==> config.mk <==
export PLATFORM = sky130hd
export DESIGN_NAME = nvsram_host
export DESIGN_NICKNAME = d
export VERILOG_FILES = /design/src/nvsram_host_pkg.sv /design/src/nvsram_host.sv /design/src/pin_sync.sv
export SDC_FILE = /design/constraint.sdc
export NUM_CORES = 1
export LEC_CHECK = 0
export BUFFER_PORTS_ARGS = -buffer_cell sky130_fd_sc_hd__buf_2
export CORE_MARGIN = 5
export CORE_UTILIZATION = 50
export CTS_CLUSTER_SIZE = 24
export DETAILED_ROUTE_END_ITERATION = 16
export PLACE_DENSITY = 0.71
export SETUP_SLACK_MARGIN = 0.3
export SLEW_MARGIN = 20
export SYNTH_ARGS = -nofsm -noshare
export SYNTH_HDL_FRONTEND = slang
export SYNTH_HIERARCHICAL = 1
export SYNTH_SLANG_ARGS = --single-unit
==> constraint.sdc <==
create_clock -name REF_CLK -period 2.6 [get_ports REF_CLK]
set_clock_uncertainty 0.15 [all_clocks]
set_input_delay 0.26 -clock REF_CLK [delete_from_list [all_inputs] [get_ports REF_CLK]]
set_output_delay 0.26 -clock REF_CLK [all_outputs]
set_load 0.02 [all_outputs]
==> src/nvsram_host_pkg.sv <==
// Shared types and timing constants for the static memory host port.
// Assumes a 50 MHz REF_CLK; all device delays are turned into whole cycles here.
package nvsram_host_pkg;

   localparam int CLK_PERIOD_NS = 20;
   localparam int SYNC_STAGES = 2;
   localparam int ADDR_W = 21;
   localparam int DATA_W = 32;
   localparam int LANES = 4;
   localparam int CNT_W = 4;

   // Organisation select
   localparam logic [1:0] ORG_X8 = 2'h0;
   localparam logic [1:0] ORG_X16 = 2'h1;
   localparam logic [1:0] ORG_X32 = 2'h2;

   // Device limits per speed grade, in ns
   localparam int T_ACE_NS [4] = '{25, 30, 35, 45};
   localparam int T_DOE_NS [4] = '{12, 14, 15, 20};
   localparam int T_HZ_NS [4] = '{10, 12, 13, 15};
   localparam int T_PWE_NS [4] = '{20, 24, 25, 30};
   localparam int T_LZWE_NS = 3;

   function automatic int ceil_cyc(input int ns);
      return (ns + CLK_PERIOD_NS - 1) / CLK_PERIOD_NS;
   endfunction

   function automatic int max2(input int a, input int b);
      return (a > b) ? a : b;
   endfunction

   localparam int ACE_CYC [4] = '{ceil_cyc(max2(T_ACE_NS[0], T_DOE_NS[0])),
      ceil_cyc(max2(T_ACE_NS[1], T_DOE_NS[1])), ceil_cyc(max2(T_ACE_NS[2], T_DOE_NS[2])),
      ceil_cyc(max2(T_ACE_NS[3], T_DOE_NS[3]))};
   localparam int HZ_CYC [4] = '{ceil_cyc(max2(T_HZ_NS[0], T_LZWE_NS)),
      ceil_cyc(max2(T_HZ_NS[1], T_LZWE_NS)), ceil_cyc(max2(T_HZ_NS[2], T_LZWE_NS)),
      ceil_cyc(max2(T_HZ_NS[3], T_LZWE_NS))};
   localparam int PWE_CYC [4] = '{ceil_cyc(T_PWE_NS[0]), ceil_cyc(T_PWE_NS[1]),
      ceil_cyc(T_PWE_NS[2]), ceil_cyc(T_PWE_NS[3])};

   typedef struct packed {
      logic write;
      logic [ADDR_W-1:0] addr;
      logic [DATA_W-1:0] wdata;
      logic [LANES-1:0] lanes;
   } cmd_t;

   typedef struct packed {
      logic cs1_n;
      logic cs2;
      logic we_n;
      logic oe_n;
      logic low_n;
      logic high_n;
      logic [LANES-1:0] lane_n;
      logic [ADDR_W-1:0] addr;
      logic [DATA_W-1:0] dq;
      logic dq_oe;
   } pins_t;

   localparam pins_t PINS_IDLE = '{cs1_n: 1'b1, cs2: 1'b0, we_n: 1'b1, oe_n: 1'b1,
      low_n: 1'b1, high_n: 1'b1, lane_n: 4'hF, addr: 21'h000000, dq: 32'h00000000,
      dq_oe: 1'b0};

endpackage

==> src/nvsram_host.sv <==
// Host controller driving an asynchronous nonvolatile static memory by its pins.
// Assumes one command at a time on REQ/CMD and a pull-up on the save/busy pin.
//
// Summary of operation
// - Write strobe stays high during every read
// - Save/busy pin left high during accesses
// - Select held to write end per grade
// - Byte lanes held to write end per grade
`timescale 1ns/10ps
module nvsram_host
   import nvsram_host_pkg::*;
(
   input wire logic REF_CLK,
   input wire logic NRST,
   input wire logic CLK_EN,
   input wire logic [1:0] ORG,
   input wire logic [1:0] GRADE,
   input wire logic REQ,
   input wire cmd_t CMD,
   output logic BUSY,
   output logic DONE,
   output logic [DATA_W-1:0] RDATA,
   output logic CHIP_SELECT_FIRST_N,
   output logic CHIP_SELECT_SECOND,
   output logic WE_N,
   output logic OE_N,
   output logic LOW_BYTE_LANE_N,
   output logic HIGH_BYTE_LANE_N,
   output logic [LANES-1:0] LANE_N,
   output logic [ADDR_W-1:0] ADDR,
   output logic [DATA_W-1:0] DQ_O,
   output logic DQ_OE,
   input wire logic [DATA_W-1:0] DQ_I,
   input wire logic HW_SAVE_BUSY_N_I,
   output logic HW_SAVE_BUSY_N_O,
   output logic HW_SAVE_BUSY_N_OE
);
   typedef enum logic [2:0] {ST_IDLE, ST_SETUP, ST_READ, ST_WRITE, ST_RELEASE, ST_RECOVER}
      state_t;

   state_t state_q, state_d;
   cmd_t cmd_q, cmd_d;
   pins_t pins_q, pins_d;
   logic [CNT_W-1:0] cnt_q, cnt_d;
   logic [DATA_W-1:0] rdata_q, rdata_d;
   logic done_q, done_d;
   logic busy_q, busy_d;
   logic [DATA_W:0] sync_out;

   pin_sync #(.W(DATA_W + 1)) u_sync (
      .clk(REF_CLK),
      .rst_n(NRST),
      .ce(CLK_EN),
      .d({HW_SAVE_BUSY_N_I, DQ_I}),
      .q(sync_out)
   );

   wire [DATA_W-1:0] dq_sync = sync_out[DATA_W-1:0];
   // A low save/busy pin means a save, restore or brown-out; accesses would be ignored
   wire device_busy = ~sync_out[DATA_W];
   wire cnt_zero = (cnt_q == '0);

   // Waits per grade; reads add the synchroniser depth before the data is trusted
   wire [CNT_W-1:0] read_cnt = CNT_W'(ACE_CYC[GRADE] + SYNC_STAGES - 1);
   wire [CNT_W-1:0] write_cnt = CNT_W'(PWE_CYC[GRADE] - 1);
   wire [CNT_W-1:0] hz_cnt = CNT_W'(HZ_CYC[GRADE] - 1);

   // Lane pins follow the organisation; unused lanes stay inactive
   wire use16 = (ORG == ORG_X16);
   wire use32 = (ORG == ORG_X32);
   wire low_n_sel = ~(use16 & cmd_q.lanes[0]);
   wire high_n_sel = ~(use16 & cmd_q.lanes[1]);
   wire [LANES-1:0] lane_n_sel = ~({LANES{use32}} & cmd_q.lanes);

   always_comb begin
      state_d = state_q;
      cmd_d = cmd_q;
      pins_d = pins_q;
      cnt_d = cnt_q;
      rdata_d = rdata_q;
      done_d = 1'b0;
      busy_d = 1'b1;
      case (state_q)
         ST_IDLE: begin
            busy_d = 1'b0;
            pins_d = PINS_IDLE;
            if (REQ && !device_busy) begin
               cmd_d = CMD;
               // Address and data lead the strobes by a cycle, so no select opens on a moving bus
               pins_d.addr = CMD.addr;
               pins_d.dq = CMD.wdata;
               busy_d = 1'b1;
               state_d = ST_SETUP;
            end
         end
         ST_SETUP: begin
            // Address settles with every strobe inactive
            pins_d.addr = cmd_q.addr;
            pins_d.dq = cmd_q.wdata;
            // Both selects driven together so the internal select is clean
            pins_d.cs1_n = 1'b0;
            pins_d.cs2 = 1'b1;
            pins_d.low_n = low_n_sel;
            pins_d.high_n = high_n_sel;
            pins_d.lane_n = lane_n_sel;
            if (cmd_q.write) begin
               // Write strobe falls with the select so the device never drives
               pins_d.we_n = 1'b0;
               pins_d.oe_n = 1'b1;
               pins_d.dq_oe = 1'b1;
               cnt_d = write_cnt;
               state_d = ST_WRITE;
            end else begin
               pins_d.we_n = 1'b1;
               pins_d.oe_n = 1'b0;
               pins_d.dq_oe = 1'b0;
               cnt_d = read_cnt;
               state_d = ST_READ;
            end
         end
         ST_READ: begin
            cnt_d = cnt_q - 1'b1;
            if (cnt_zero) begin
               rdata_d = dq_sync;
               done_d = 1'b1;
               pins_d.cs1_n = 1'b1;
               pins_d.cs2 = 1'b0;
               pins_d.oe_n = 1'b1;
               pins_d.low_n = 1'b1;
               pins_d.high_n = 1'b1;
               pins_d.lane_n = 4'hF;
               cnt_d = hz_cnt;
               state_d = ST_RECOVER;
            end
         end
         ST_WRITE: begin
            cnt_d = cnt_q - 1'b1;
            if (cnt_zero) begin
               // Select, lanes and strobe end together after the full pulse
               pins_d.we_n = 1'b1;
               pins_d.cs1_n = 1'b1;
               pins_d.cs2 = 1'b0;
               pins_d.low_n = 1'b1;
               pins_d.high_n = 1'b1;
               pins_d.lane_n = 4'hF;
               state_d = ST_RELEASE;
            end
         end
         ST_RELEASE: begin
            // Data held one cycle past the write end, then floated
            pins_d.dq_oe = 1'b0;
            cnt_d = hz_cnt;
            state_d = ST_RECOVER;
         end
         ST_RECOVER: begin
            // Bus turnaround: nobody drives data until the device has let go
            cnt_d = cnt_q - 1'b1;
            if (cnt_zero) begin
               busy_d = 1'b0;
               state_d = ST_IDLE;
            end
         end
         default: begin
            pins_d = PINS_IDLE;
            state_d = ST_IDLE;
         end
      endcase
   end

   always_ff @(posedge REF_CLK or negedge NRST) begin
      if (!NRST) begin
         state_q <= ST_IDLE;
         cmd_q <= '0;
         cnt_q <= '0;
      end else if (CLK_EN) begin
         state_q <= state_d;
         cmd_q <= cmd_d;
         cnt_q <= cnt_d;
      end
   end

   always_ff @(posedge REF_CLK or negedge NRST) begin
      if (!NRST) begin
         pins_q <= PINS_IDLE;
         rdata_q <= '0;
         done_q <= 1'b0;
         busy_q <= 1'b0;
      end else if (CLK_EN) begin
         pins_q <= pins_d;
         rdata_q <= rdata_d;
         done_q <= done_d;
         busy_q <= busy_d;
      end
   end

   assign BUSY = busy_q;
   assign DONE = done_q;
   assign RDATA = rdata_q;
   assign CHIP_SELECT_FIRST_N = pins_q.cs1_n;
   assign CHIP_SELECT_SECOND = pins_q.cs2;
   assign WE_N = pins_q.we_n;
   assign OE_N = pins_q.oe_n;
   assign LOW_BYTE_LANE_N = pins_q.low_n;
   assign HIGH_BYTE_LANE_N = pins_q.high_n;
   assign LANE_N = pins_q.lane_n;
   assign ADDR = pins_q.addr;
   assign DQ_O = pins_q.dq;
   assign DQ_OE = pins_q.dq_oe;
   // The save/busy pin is never driven; the pull-up keeps it high for accesses
   assign HW_SAVE_BUSY_N_O = 1'b1;
   assign HW_SAVE_BUSY_N_OE = 1'b0;
endmodule

==> src/pin_sync.sv <==
// Two-stage synchroniser for a bus of pin inputs.
// Assumes each bit is sampled independently; words are only read once stable.
`timescale 1ns/10ps
module pin_sync
   import nvsram_host_pkg::*;
#(
   parameter int W = 1
) (
   input wire logic clk,
   input wire logic rst_n,
   input wire logic ce,
   input wire logic [W-1:0] d,
   output logic [W-1:0] q
);
   logic [W-1:0] meta_q;

   for (genvar i = 0; i < W; i++) begin : g_bit
      always_ff @(posedge clk or negedge rst_n) begin
         if (!rst_n) begin
            meta_q[i] <= 1'b0;
            q[i] <= 1'b0;
         end else if (ce) begin
            meta_q[i] <= d[i];
            q[i] <= meta_q[i];
         end
      end
   end
endmodule

# --- Word-level counts from Yosys, hierarchy flattened ---
# Index checks and enable logic that the tools add are counted.
op_classes:
  add_sub_neg: 5
  magnitude_cmp: 1
  n_eq_ne: 11
  muxes: 35
  n_bitwise: 12
  reduce_logical: 19
ops:
  columns: ["operator", "count"]
  rows:
  - ["binary-select mux 32 bit (select 2 bit)", 3]
  - ["one-hot mux 53 bit (3 select lines)", 1]
  - ["2-to-1 mux 53 bit", 1]
  - ["2-to-1 mux 4 bit", 8]
  - ["one-hot mux 6 bit (4 select lines)", 1]
  - ["one-hot mux 3 bit (6 select lines)", 1]
  - ["one-hot mux 4 bit (4 select lines)", 1]
  - ["2-to-1 mux 3 bit", 4]
  - ["AND reduction 3 bit", 4]
  - ["subtractor 4 x 2 -> 4 bit, second input constant", 3]
  - ["OR reduction 3 bit", 3]
  - ["inequality test 2 bit, second input constant", 4]
  - ["one-hot mux 2 bit (4 select lines)", 1]
  - ["2-to-1 mux 7 bit", 1]
  - ["inverter 1 bit", 7]
  - ["== test 3 x 2 -> 1 bit, second input constant", 2]
  - ["== test 3 bit, second input constant", 2]
  - ["2-to-1 mux 1 bit", 6]
  - ["2-to-1 mux 6 bit", 1]
  - ["one-hot mux 1 bit (3 select lines)", 2]
  - ["AND reduction 2 bit", 3]
  - ["AND reduction 5 bit", 1]
  - ["adder 4 x 3 -> 4 bit, second input constant", 1]
  - ["AND 4 bit", 1]
  - ["17 further kinds", 21]
totals:
  ff_bits: 229
  in_bits: 99
  out_inout_bits: 100
  word_cells: 168

# --- Depth between registers and ports, before layout ---
# Gate-level depths: netlist of the first run.
logic_depth:
  ltp_word: 8
  mapped_depth: 7
  ltp_nobuf: 6

# --- Modules after synthesis ---
# Netlist of the first run, hierarchy kept.
modules_own_cells:
  columns: ["mod", "n_inst", "cells_each", "area_each_um2", "seq_area_each_um2"]
  rows:
  - ["nvsram_host", 1, 541, 7045.5, 4090.2]
  - ["pin_sync", 1, 139, 2611.3, 1651.6]

# --- Worst setup path after synthesis of the first run ---
# No wires, ideal clock.
synth_timing:
  path_type: "register to register"
  startpoint: "register cnt_q[0]"
  endpoint: "register rdata_q[10] (netlist: RDATA[10])"
  setup_time_ps: 125
  arrival_time_ps: 1594
  setup_slack_ps: 731
  path_stages_with_launch: 8
  path_cell_list: "dfrtp_1 -> inv_1 -> ha_1 -> nor4b_4 -> and3_1 -> buf_6 -> buf_12 -> mux2_4"
synth_between:
  elab_chain_len: 2
synth_rtl:
  columns: ["item", "line", "source"]
  rows:
  - ["from (decl)", "nvsram_host.sv:44", "logic [CNT_W-1:0] cnt_q, cnt_d;"]
  - ["from (signal assigned)", "nvsram_host.sv:178", "cnt_q <= cnt_d;"]
  - ["logical NOT 4 bit", "nvsram_host.sv:61", "wire cnt_zero = (cnt_q == '0);"]
  - ["AND reduction 3 bit (no source line)", null, null]
  - ["to (signal assigned)", "nvsram_host.sv:190", "rdata_q <= rdata_d;"]
  - ["to (decl)", "nvsram_host.sv:45", "logic [DATA_W-1:0] rdata_q, rdata_d;"]
# Every way passes these cells.
# A chain may end at the register's enable or synchronous reset.

# --- Worst setup path after layout of the first run ---
layout_timing:
  startpoint: "register state_q[1]"
  endpoint: "register pins_q, in the netlist DQ_O[27]"
layout_between:
  elab_chain_len: 4
  word_cells_on_any_way: 10
  cone_classes: "eq/ne (5); mux (1); bitwise (1); reduce/logical (3)"
layout_rtl:
  columns: ["item", "line", "source"]
  rows:
  - ["from (decl)", "nvsram_host.sv:41", "state_t state_q, state_d;"]
  - ["from (signal assigned)", "nvsram_host.sv:176", "state_q <= state_d;"]
  - ["parallel branches: the longest is 4 deep, another holds one-hot mux 53 bit (3 select lines)", null, null]
  - ["to (signal assigned)", "nvsram_host.sv:189", "pins_q <= pins_d;"]
  - ["to (decl)", "nvsram_host.sv:43", "pins_t pins_q, pins_d;"]
# Parallel ways; which one is timed is not known.

==> results_dict.tcl, run 1 <==
set metrics [dict create \
    outcome "finished clean" \
    synth.largest_area_cell "dfrtp_1" \
    clock-sinks 229 \
    rows 50 \
    cts_resized 0 \
    nets 1069 \
    syn_nets 781 \
    drtAntennaViolNets 0 \
    hpwl_um 13820 \
    route.detailed.drc 0 \
    m1WireLength_um 9923 \
    hold_depth 4 \
    critPathMaxFanout 57 \
    initial_core_util_pct 51.28 \
    die-area_um2 22190 \
    ir_drop_uv 720.3 \
    wl_met3_um 1700 \
    final_hold_viol_count 0 \
    cp.required_ns 2.81 \
    wl_met2_um 10510 \
    drt_pass1_iterations 4 \
    final_util_pct 67.08 \
    synth_edf_count 0 \
    grt_pass1_vias 6970 \
    io_buffers 196 \
    yosysTopAreaCellShare_pct 57.01 \
    num_vias 6461 \
    grt_antenna_before_repair 1 \
    synth.distinct_cells 52 \
    root_buffer "clkbuf_16" \
    cts_buffers 24 \
    synth-main-ff-cell "dfrtp_1" \
    h-tree-depth 1 \
    viasPerCell 5.181 \
    startpoint_type "flip-flop" \
    crit_start "state_q[1]$_DFFE_PN0P_" \
    drive_above_1_share_pct 43.61 \
    clk_pin_slew_ns 0.06 \
    powerDensity_nw_per_um2 1098 \
    syn_avg_cell_area_um2 14.20 \
    hold-path-endpoint "cnt_q[1]$_DFFE_PN0P_" \
    wl_per_cell_um 17.91 \
    rsz0062_at_grt "false" \
    cts_buffer_depth 3 \
    finalSetupTns_ns 0 \
    timing.final.crit_share_pct 82.42 \
    slew_headroom_pct 57.15 \
    worstMarginPinSlew_ns 0.6427 \
    cts_tree "built" \
    critPathKind "reg2reg" \
    gp_congestion 0.7735 \
    grt_usage_pct 20.16 \
    hp-start "GRADE[0]" \
    r2r_start "state_q[1]$_DFFE_PN0P_" \
    grt_pass1_wl_um 36890 \
    r2r-end "DQ_O[27]$_DFFE_PN0P_" \
    yosysWarnings 6 \
    holdBufCountCts 94 \
    overflow 0 \
    synthCells 680 \
    routed_wl_um 22330 \
    synth_async_sr_flop_share_pct 100.0 \
    power_leakage_nw 6.104 \
    endpoint_kind "flip-flop" \
    area_growth_pct 30.81 \
    die_height_um 149.0 \
    layout_min_cycle_time_ns 2.143 \
    fp.dieW_um 149.0 \
    arrival_ns 2.36 \
    ys_seq_area_share_pct 59.46 \
    max_cap_violations 0 \
    drt_iter0_drc 200 \
    grt_max_degree 78 \
    ys_top_cells_by_area "dfrtp_1 57%, mux2_4 14%, mux2_2 7.9%" \
    ff2ff_setup_slack_ns 0.46 \
    r2r_cells 5 \
    hp-class "in2reg" \
    synth_area_um2 9657 \
    ys_seq_elements 229 \
    finalSetupViolCount 0 \
    top_layer "met4" \
    fmax_mhz 466.7 \
    io_pins 199 \
    core_um2 18830 \
    slew_viol_final 0 \
    postCtsSetupBuffers 0 \
    clkLatencyLatePin_ns 0.49 \
]
## layer usage
| metal | up-vias | track usage, % |
|---|---|---|
| met5 | - | 0 |
| met4 | 0 | 2.654 |
| met3 | 16 | 5.895 |
| met2 | 193 | 33.20 |
| met1 | 3234 | 27.49 |
| li1 | 3018 | - |
## kinds of logic after synthesis
logic type	share of synthesized area, %
fa+ha+maj	0.2591
flops	59.46
xor+xnor	0.1685
simple gates	4.872
buf+inv	3.835
other cells	0.07777
compound gates	9.458
mux	21.87
## where the power goes
part	switching, W	total, W	internal, W
clock network	0.00135	0.00338	0.00203
logic	0.00265	0.00484	0.00219
registers	0.000802	0.00564	0.00484
## Yosys cell counts, types with 2 or more instances
| cell type | count |
|---|---|
| a31oi_1 | 2 |
| ha_1 | 2 |
| nor3_1 | 3 |
| mux2_2 | 68 |
| nand2b_1 | 3 |
| buf_6 | 10 |
| inv_1 | 8 |
| conb_1 | 2 |
| buf_2 | 23 |
| nand2_1 | 60 |
| a21oi_1 | 3 |
| o21a_1 | 2 |
| dfstp_2 | 9 |
| nand3_1 | 2 |
| clkbuf_1 | 6 |
| o21ai_0 | 13 |
| and3_1 | 2 |
| a22oi_1 | 54 |
| nor3b_2 | 2 |
| a2bb2oi_1 | 6 |
| nor2b_2 | 2 |
| buf_12 | 3 |
| nor2_1 | 6 |
| buf_4 | 4 |
| dfrtp_1 | 220 |
| mux2_4 | 89 |
| o21ai_1 | 51 |
## critical path, stage by stage, from the launching register on
cell and delay (ns):
dfrtp_1 0.52, xnor2_2 0.41, nand2_4 0.42, buf_4 0.33, nand2_1 0.07, o21ai_1 0.05
## metrics by stage
step / area, µm² / std cells / total power [W] / setup WS [ns] / hold slack (ns)
floorplan: 9657 / 680 / 0.008826 / 0.7313 / -0.1856
global placement: 10900 / 1108 / 0.01024 / 0.4809 / 0.1159
detailed placement: 10900 / 1108 / 0.01040 / 0.4426 / 0.1170
CTS: 12630 / 1246 / 0.01395 / 0.4378 / 0.03998
global route: 12630 / 1247 / 0.01471 / 0.3257 / 0.1107
finish: 12630 / 1247 / 0.01387 / 0.4571 / 0.06263
## how the worst max path moves through the flow
stage | end | slack [ns] | cells past startpoint
detailed placement | cmd_q[32]$_DFFE_PN0P_ | 0.44 | 4
global route | DQ_O[27]$_DFFE_PN0P_ | 0.33 | 5
CTS | cmd_q[32]$_DFFE_PN0P_ | 0.44 | 4
global placement | cmd_q[28]$_DFFE_PN0P_ | 0.48 | 4
floorplan | RDATA[10]$_DFFE_PN0P_ | 0.73 | 7
finish | DQ_O[27]$_DFFE_PN0P_ | 0.46 | 5
## state kept, by name (all words and copies together), names as in the netlist, 3 cells and up
| name | count |
|---|---|
| u_sync/q | 33 |
| ADDR | 21 |
| DQ_O | 32 |
| LANE_N | 4 |
| u_sync/meta_q | 33 |
| cnt_q | 4 |
| RDATA | 32 |
| cmd_q | 58 |
| state_q | 3 |
## layout make-up
type / instances / area (µm²)
inverter: 8 / 30.03
fill: 1316 / 6198
clock inverter: 6 / 55.05
timing repair buffer: 308 / 2182
antenna: 1 / 2.502
tap: 260 / 325.3
clock buffer: 38 / 734.5
sequential: 229 / 5742
multi-input combinational: 397 / 3561
## cell usage in the layout, fill, tap and decap left out, drive strengths merged, types with 8 or more instances in the layout
cell type    instances
inv                  8
nand2               61
a22oi               54
dfstp                9
buf                214
dlygate4sd3         94
o21ai               64
dfrtp              220
mux2               157
clkbuf              38
Note: power is estimated with default switching activity, not from simulation.
==> inputs of run 2 (changes only) <==
--- a/config.mk
+++ b/config.mk
@@ -7,10 +7,10 @@
 export LEC_CHECK = 0
 export BUFFER_PORTS_ARGS = -buffer_cell sky130_fd_sc_hd__buf_2
 export CORE_MARGIN = 5
-export CORE_UTILIZATION = 50
+export CORE_UTILIZATION = 49
 export CTS_CLUSTER_SIZE = 24
 export DETAILED_ROUTE_END_ITERATION = 16
-export PLACE_DENSITY = 0.71
+export PLACE_DENSITY = 0.72
 export SETUP_SLACK_MARGIN = 0.3
 export SLEW_MARGIN = 20
 export SYNTH_ARGS = -nofsm -noshare
==> constraint.sdc (replaced) <==
create_clock -name REF_CLK -period 1.8 [get_ports REF_CLK]
set_clock_uncertainty 0.15 [all_clocks]
set_input_delay 0.18 -clock REF_CLK [delete_from_list [all_inputs] [get_ports REF_CLK]]
set_output_delay 0.18 -clock REF_CLK [all_outputs]
set_load 0.02 [all_outputs]
==> run 2 against run 1 <==
Effect of this change:
- the flow now finishes with violations (setup timing)
- register-to-register slack worse by 0.56 ns
- via count rose by 12%
- power up 67%
- critical path depth rose by 2
- routed wire length grew 27%
- highest routed layer unchanged
==> results_dict.tcl, run 2 (synthesis gave the netlist of run 1 again) <==
set metrics [dict create \
    powerDensity_nw_per_um2 1606 \
    cp.required_ns 2.03 \
    nets 1151 \
    max_cap_violations 0 \
    grt_usage_pct 24.66 \
    rsz0062_at_grt "true" \
    route.detailed.drc 0 \
    outcome "finished, violations left" \
    combPwrFrac_pct 43.3 \
    ir_drop_uv 1199 \
    final_cells 1332 \
    num_vias 7222 \
    layout_setup_ws_ns -0.1001 \
    cts_tree "built" \
    grt_max_degree 55 \
    multi_input_area_um2 4050 \
    overflow 0 \
    fmax_mhz 526.3 \
    h-tree-depth 1 \
    power_switching_w 0.008330 \
    place_area_um2 11190 \
    regMostFlops "cmd_q" \
    critPathKind "reg2reg" \
    timing.final.crit_share_pct 105.6 \
    core_um2 19460 \
    wl_per_cell_um 21.32 \
    io_pins 199 \
    clockPowerShare_pct 20.7 \
    grt_pass1_wl_um 43900 \
    cts_buffers 24 \
    final_cell_mix "218 x dfrtp_1, 185 x buf_2, 109 x mux2_4" \
    drtAntennaViolNets 0 \
    drive_above_1_share_pct 54.45 \
    final_common_cell "dfrtp_1" \
    intPower_w 0.01488 \
    final_hold_viol_count 0 \
    cts_buffer_depth 3 \
    rows 51 \
    clock-sinks 229 \
    endpoint_kind "flip-flop" \
    clk_pin_slew_ns 0.06 \
    gp_congestion 0.7832 \
    power_leakage_nw 6.900 \
    r2r_cells 7 \
    grt_pass1_vias 7919 \
    die-area_um2 22620 \
    place_inst 1139 \
    drt_iter0_drc 261 \
    critPathMaxFanout 5 \
    hpwl_um 14420 \
    slew_viol_final 0 \
    grt_antenna_before_repair 0 \
    largest_register_ffs 58 \
    hp-class "in2async" \
    root_buffer "clkbuf_16" \
    drt_pass1_iterations 4 \
    fillers 1160 \
    seqCellArea_um2 5744 \
    seqPwrFrac_pct 36.0 \
    layout_min_cycle_time_ns 1.900 \
    viasPerCell 5.422 \
    fin_area_um2 14450 \
    fp.dieW_um 150.4 \
    startpoint_type "flip-flop" \
    die_height_um 150.4 \
    fin_total_pwr_w 0.02321 \
    finalSetupViolCount 35 \
    finalSetupTns_ns -1.708 \
    io_buffers 196 \
    routed_wl_um 28400 \
    violations "setup timing" \
    swShare_pct 35.89 \
    reg_top3 "cmd_q (58), u_sync/meta_q (33), u_sync/q (33)" \
    area_growth_pct 49.61 \
    clkLatencyLatePin_ns 0.51 \
    arrival_ns 2.13 \
    diodes 0 \
    initial_core_util_pct 49.62 \
]
## run 2: final cells by class
type / count / area share, %
repair buffers: 390 / 24.43
clock buffers: 39 / 5.110
inverters: 8 / 0.2078
well taps: 265 / 2.295
clock inverters: 4 / 0.1645
multi-input cells: 397 / 28.03
flip-flops and latches: 229 / 39.76
## run 2: power groups by stage
stage               clock network, W  registers (W)  logic, W
detailed placement                 0        0.00810   0.00730
finish                       0.00480        0.00835    0.0101
floorplan                          0        0.00901   0.00394
CTS                          0.00482        0.00820   0.00944
global route                 0.00511        0.00853    0.0107
global placement                   0        0.00805   0.00711
## run 2: timing repair
item | 4_1_cts | 5_1_grt
resized for setup | 127 | 38
endpoints found under the setup margin | 171 | 171
setup buffers | 25 | 6
gates cloned | 16 | 3
pin swaps | 96 | 52
hold buffers | 100 | 0
endpoints found under the hold margin | 377 | 0
## run 2: path summary, 6_finish.rpt
check | start | to | slack, ns
hold / removal | NRST | RDATA[7]$_DFFE_PN0P_ | 0.07
hold reg to reg | cmd_q[3]$_DFFE_PN0P_ | LANE_N[3]$_DFFE_PN1P_ | 0.25
setup / recovery | cnt_q[1]$_DFFE_PN0P_ | RDATA[25]$_DFFE_PN0P_ | -0.10
max in group asynchronous | NRST | LOW_BYTE_LANE_N$_DFFE_PN1P_ | 0.81
min in group REF_CLK | REQ | state_q[0]$_DFFE_PN0P_ | 0.08
setup reg to reg | cnt_q[1]$_DFFE_PN0P_ | RDATA[25]$_DFFE_PN0P_ | -0.10
## run 2: metrics by stage
stage	setup WS, ns	utilization, %	hold WS, ns
floorplan	-0.03410	-	-0.2656
global placement	-0.07294	57.51	0.00005723
detailed placement	-0.1124	57.51	0.001116
CTS	-0.1107	72.86	0.06286
global route	-0.1759	74.23	0.09199
finish	-0.1001	74.23	0.07500
## run 2: worst max-delay path: stages (launching register included)
cell     delay [ns]
dfrtp_1        0.39
inv_2          0.08
ha_4           0.13
nor4b_4        0.20
and3_4         0.29
buf_6          0.13
buf_16         0.12
mux2_4         0.29
## run 2: routing by layer
layer	vias up	track usage (%)	part of all wire, %
li1	3191	-	-
met1	3662	31.57	40
met2	295	41.80	49
met3	74	5.960	7.5
met4	0	7.319	3.3
met5	-	0	0
==> inputs of run 3 (changes only) <==
--- a/config.mk
+++ b/config.mk
@@ -10,7 +10,7 @@
 export CORE_UTILIZATION = 49
 export CTS_CLUSTER_SIZE = 24
 export DETAILED_ROUTE_END_ITERATION = 16
-export PLACE_DENSITY = 0.72
+export PLACE_DENSITY = 0.75
 export SETUP_SLACK_MARGIN = 0.3
 export SLEW_MARGIN = 20
 export SYNTH_ARGS = -nofsm -noshare
==> run 3 against run 2 <==
Effect of this change:
- the flow still finishes with violations (setup timing)
- setup slack got worse by 0.013 ns
- cell count rose by 0.30%
- routed wire length rose by 1.7%
- sequential share of layout area rose by 0.12 points
- hold slack got worse by 0.052 ns
- register-to-register slack barely moved
- clock-buffer cell count fell by 4
- via count fell by 0.50%
- global-route usage rose by 0.72 points
- clock power rose by 6.0%
- sequential power barely moved
- maximum frequency fell by 0.67%
- largest power group unchanged
- highest routed layer unchanged
==> results_dict.tcl, run 3 (synthesis gave the netlist of run 1 again) <==
set metrics [dict create \
    regMostFlops "cmd_q" \
    layout_setup_ws_ns -0.1130 \
    finalSetupTns_ns -5.273 \
    overflow 0 \
    violations "setup timing" \
    arrival_ns 2.19 \
    viasPerCell 5.379 \
    startpoint_type "flip-flop" \
    cp_num_buf_inv 5 \
    r2r-end "DQ_O[13]$_DFFE_PN0P_" \
    power_leakage_nw 6.940 \
    largest_register_ffs 58 \
    max_cap_violations 0 \
    cts_buffer_depth 3 \
    cts_buffers 25 \
    grt_pass1_wl_um 44710 \
    outcome "finished, violations left" \
    drtAntennaViolNets 0 \
    fin_total_pwr_w 0.02377 \
    hpwl_um 14140 \
    critPathMaxFanout 7 \
    die_height_um 150.4 \
    rsz0062_at_grt "true" \
    root_buffer "clkbuf_16" \
    path_cells "buf_12, buf_6, and4b_4, buf_6, buf_12, buf_16, a22oi_2, o21ai_1" \
    crit_cells 8 \
    route.detailed.drc 0 \
    hold_depth 4 \
    max_stage_delay_ns 0.42 \
    die-area_um2 22620 \
    cts_tree "built" \
    fmax_mhz 522.7 \
    slowest_stage "dfrtp_1" \
    io_pins 199 \
    drt_iter0_drc 218 \
    grt_usage_pct 25.38 \
    clkLatencyLatePin_ns 0.51 \
    grt_max_degree 60 \
    r2r_cells 8 \
    fillers 1128 \
    timing.final.crit_share_pct 106.3 \
    rows 51 \
    h-tree-depth 1 \
    hold-path-endpoint "cnt_q[0]$_DFFE_PN0P_" \
    finalSetupViolCount 110 \
    endpoint_kind "flip-flop" \
    r2r_start "state_q[2]$_DFFE_PN0P_" \
    drt_pass1_iterations 5 \
    num_vias 7186 \
    final_hold_viol_count 0 \
    cp.required_ns 2.08 \
    hp-start "GRADE[1]" \
    clock-sinks 229 \
    drive_above_1_share_pct 53.87 \
    io_buffers 196 \
    fp.dieW_um 150.4 \
    reg_top3 "cmd_q (58), u_sync/meta_q (33), u_sync/q (33)" \
    grt_pass1_vias 7879 \
    seqCellArea_um2 5744 \
    layout_min_cycle_time_ns 1.913 \
    ff2ff_setup_slack_ns -0.11 \
    powerDensity_nw_per_um2 1650 \
    nets 1154 \
    ir_drop_uv 1129 \
    gp_congestion 0.8273 \
    routed_wl_um 28880 \
    clk_pin_slew_ns 0.06 \
    multi_input_area_um2 4031 \
    area_growth_pct 49.16 \
    final_cell_mix "218 x dfrtp_1, 185 x buf_2, 115 x mux2_4" \
    initial_core_util_pct 49.62 \
    core_um2 19460 \
    diodes 0 \
    path_delay_family "buffers and inverters" \
    slew_viol_final 0 \
    hp-class "in2reg" \
    critPathKind "reg2reg" \
    final_common_cell "dfrtp_1" \
    grt_antenna_before_repair 0 \
    wl_per_cell_um 21.62 \
]
==> run 3: cell types whose count changed in the layout (fill, tap and decap cells not counted), moves of 3 or more <==
| cell | before | now |
|---|---|---|
| a22oi_1 | 1 | 16 |
| nor2_2 | 0 | 3 |
| buf_16 | 18 | 15 |
| mux2_4 | 109 | 115 |
| buf_12 | 21 | 18 |
| dlygate4sd3_1 | 100 | 97 |
| buf_4 | 30 | 40 |
| a22oi_2 | 53 | 38 |
| mux2_2 | 48 | 42 |
==> run 3: power breakdown <==
group | switching (W) | internal [W]
logic | 0.00509 | 0.00527
registers | 0.00131 | 0.00701
clock network | 0.00207 | 0.00302
total | 0.00847 | 0.0153
==> run 3: cell type report <==
| type | instances | share of cell area, % |
|---|---|---|
| Tap cell | 265 | 2.302 |
| Inverter | 8 | 0.2085 |
| Clock buffer | 35 | 4.882 |
| Timing Repair Buffer | 391 | 23.96 |
| Sequential cell | 229 | 39.88 |
| Multi-Input combinational cell | 398 | 27.99 |
| Clock inverter | 10 | 0.7818 |
==> run 3: stage by stage <==
stage | area [µm²] | setup WS (ns) | instances | utilization (%) | hold slack, ns
after floorplan | 9744 | -0.03410 | 680 | - | -0.2656
after global placement | 11160 | -0.05306 | 1137 | 57.36 | 0.008163
after detailed placement | 11160 | -0.09669 | 1137 | 57.36 | 0.01082
after CTS | 14200 | -0.06398 | 1329 | 72.97 | 0.008848
after global routing | 14400 | -0.1786 | 1336 | 74.01 | 0.001034
final | 14400 | -0.1130 | 1336 | 74.01 | 0.02259
==> run 3: layer usage <==
metal | vias up | part of all wire, % | global-route usage [%]
li1 | 3196 | - | -
met1 | 3651 | 40 | 31.99
met3 | 54 | 7.0 | 5.509
met4 | 0 | 2.4 | 7.319
met5 | - | 0 | 0
met2 | 285 | 51 | 44.14
==> run 3: how the worst max path moves through the flow <==
stage / endpoint / from
floorplan: RDATA[10]$_DFFE_PN0P_ / cnt_q[0]$_DFFE_PN0P_
global placement: RDATA[15]$_DFFE_PN0P_ / cnt_q[1]$_DFFE_PN0P_
detailed placement: RDATA[30]$_DFFE_PN0P_ / cnt_q[1]$_DFFE_PN0P_
CTS: RDATA[4]$_DFFE_PN0P_ / cnt_q[1]$_DFFE_PN0P_
global route: RDATA[18]$_DFFE_PN0P_ / cnt_q[1]$_DFFE_PN0P_
finish: DQ_O[13]$_DFFE_PN0P_ / state_q[2]$_DFFE_PN0P_
==> run 3: timing repair <==
| action | 4_1_cts | 5_1_grt |
|---|---|---|
| resized for setup | 135 | 31 |
| hold buffers | 97 | 0 |
| pin swaps | 61 | 53 |
| setup buffers | 32 | 6 |
| setup endpoints to repair | 171 | 172 |
| endpoints found under the hold margin | 380 | 0 |
| cloned | 18 | 1 |
==> run 3: worst register-to-register path, cell delays in order, from the launching register on <==
cell     delay [ns]
dfrtp_1        0.42
buf_12         0.15
buf_6          0.11
and4b_4        0.41
buf_6          0.13
buf_12         0.10
buf_16         0.13
a22oi_2        0.09
o21ai_1        0.15
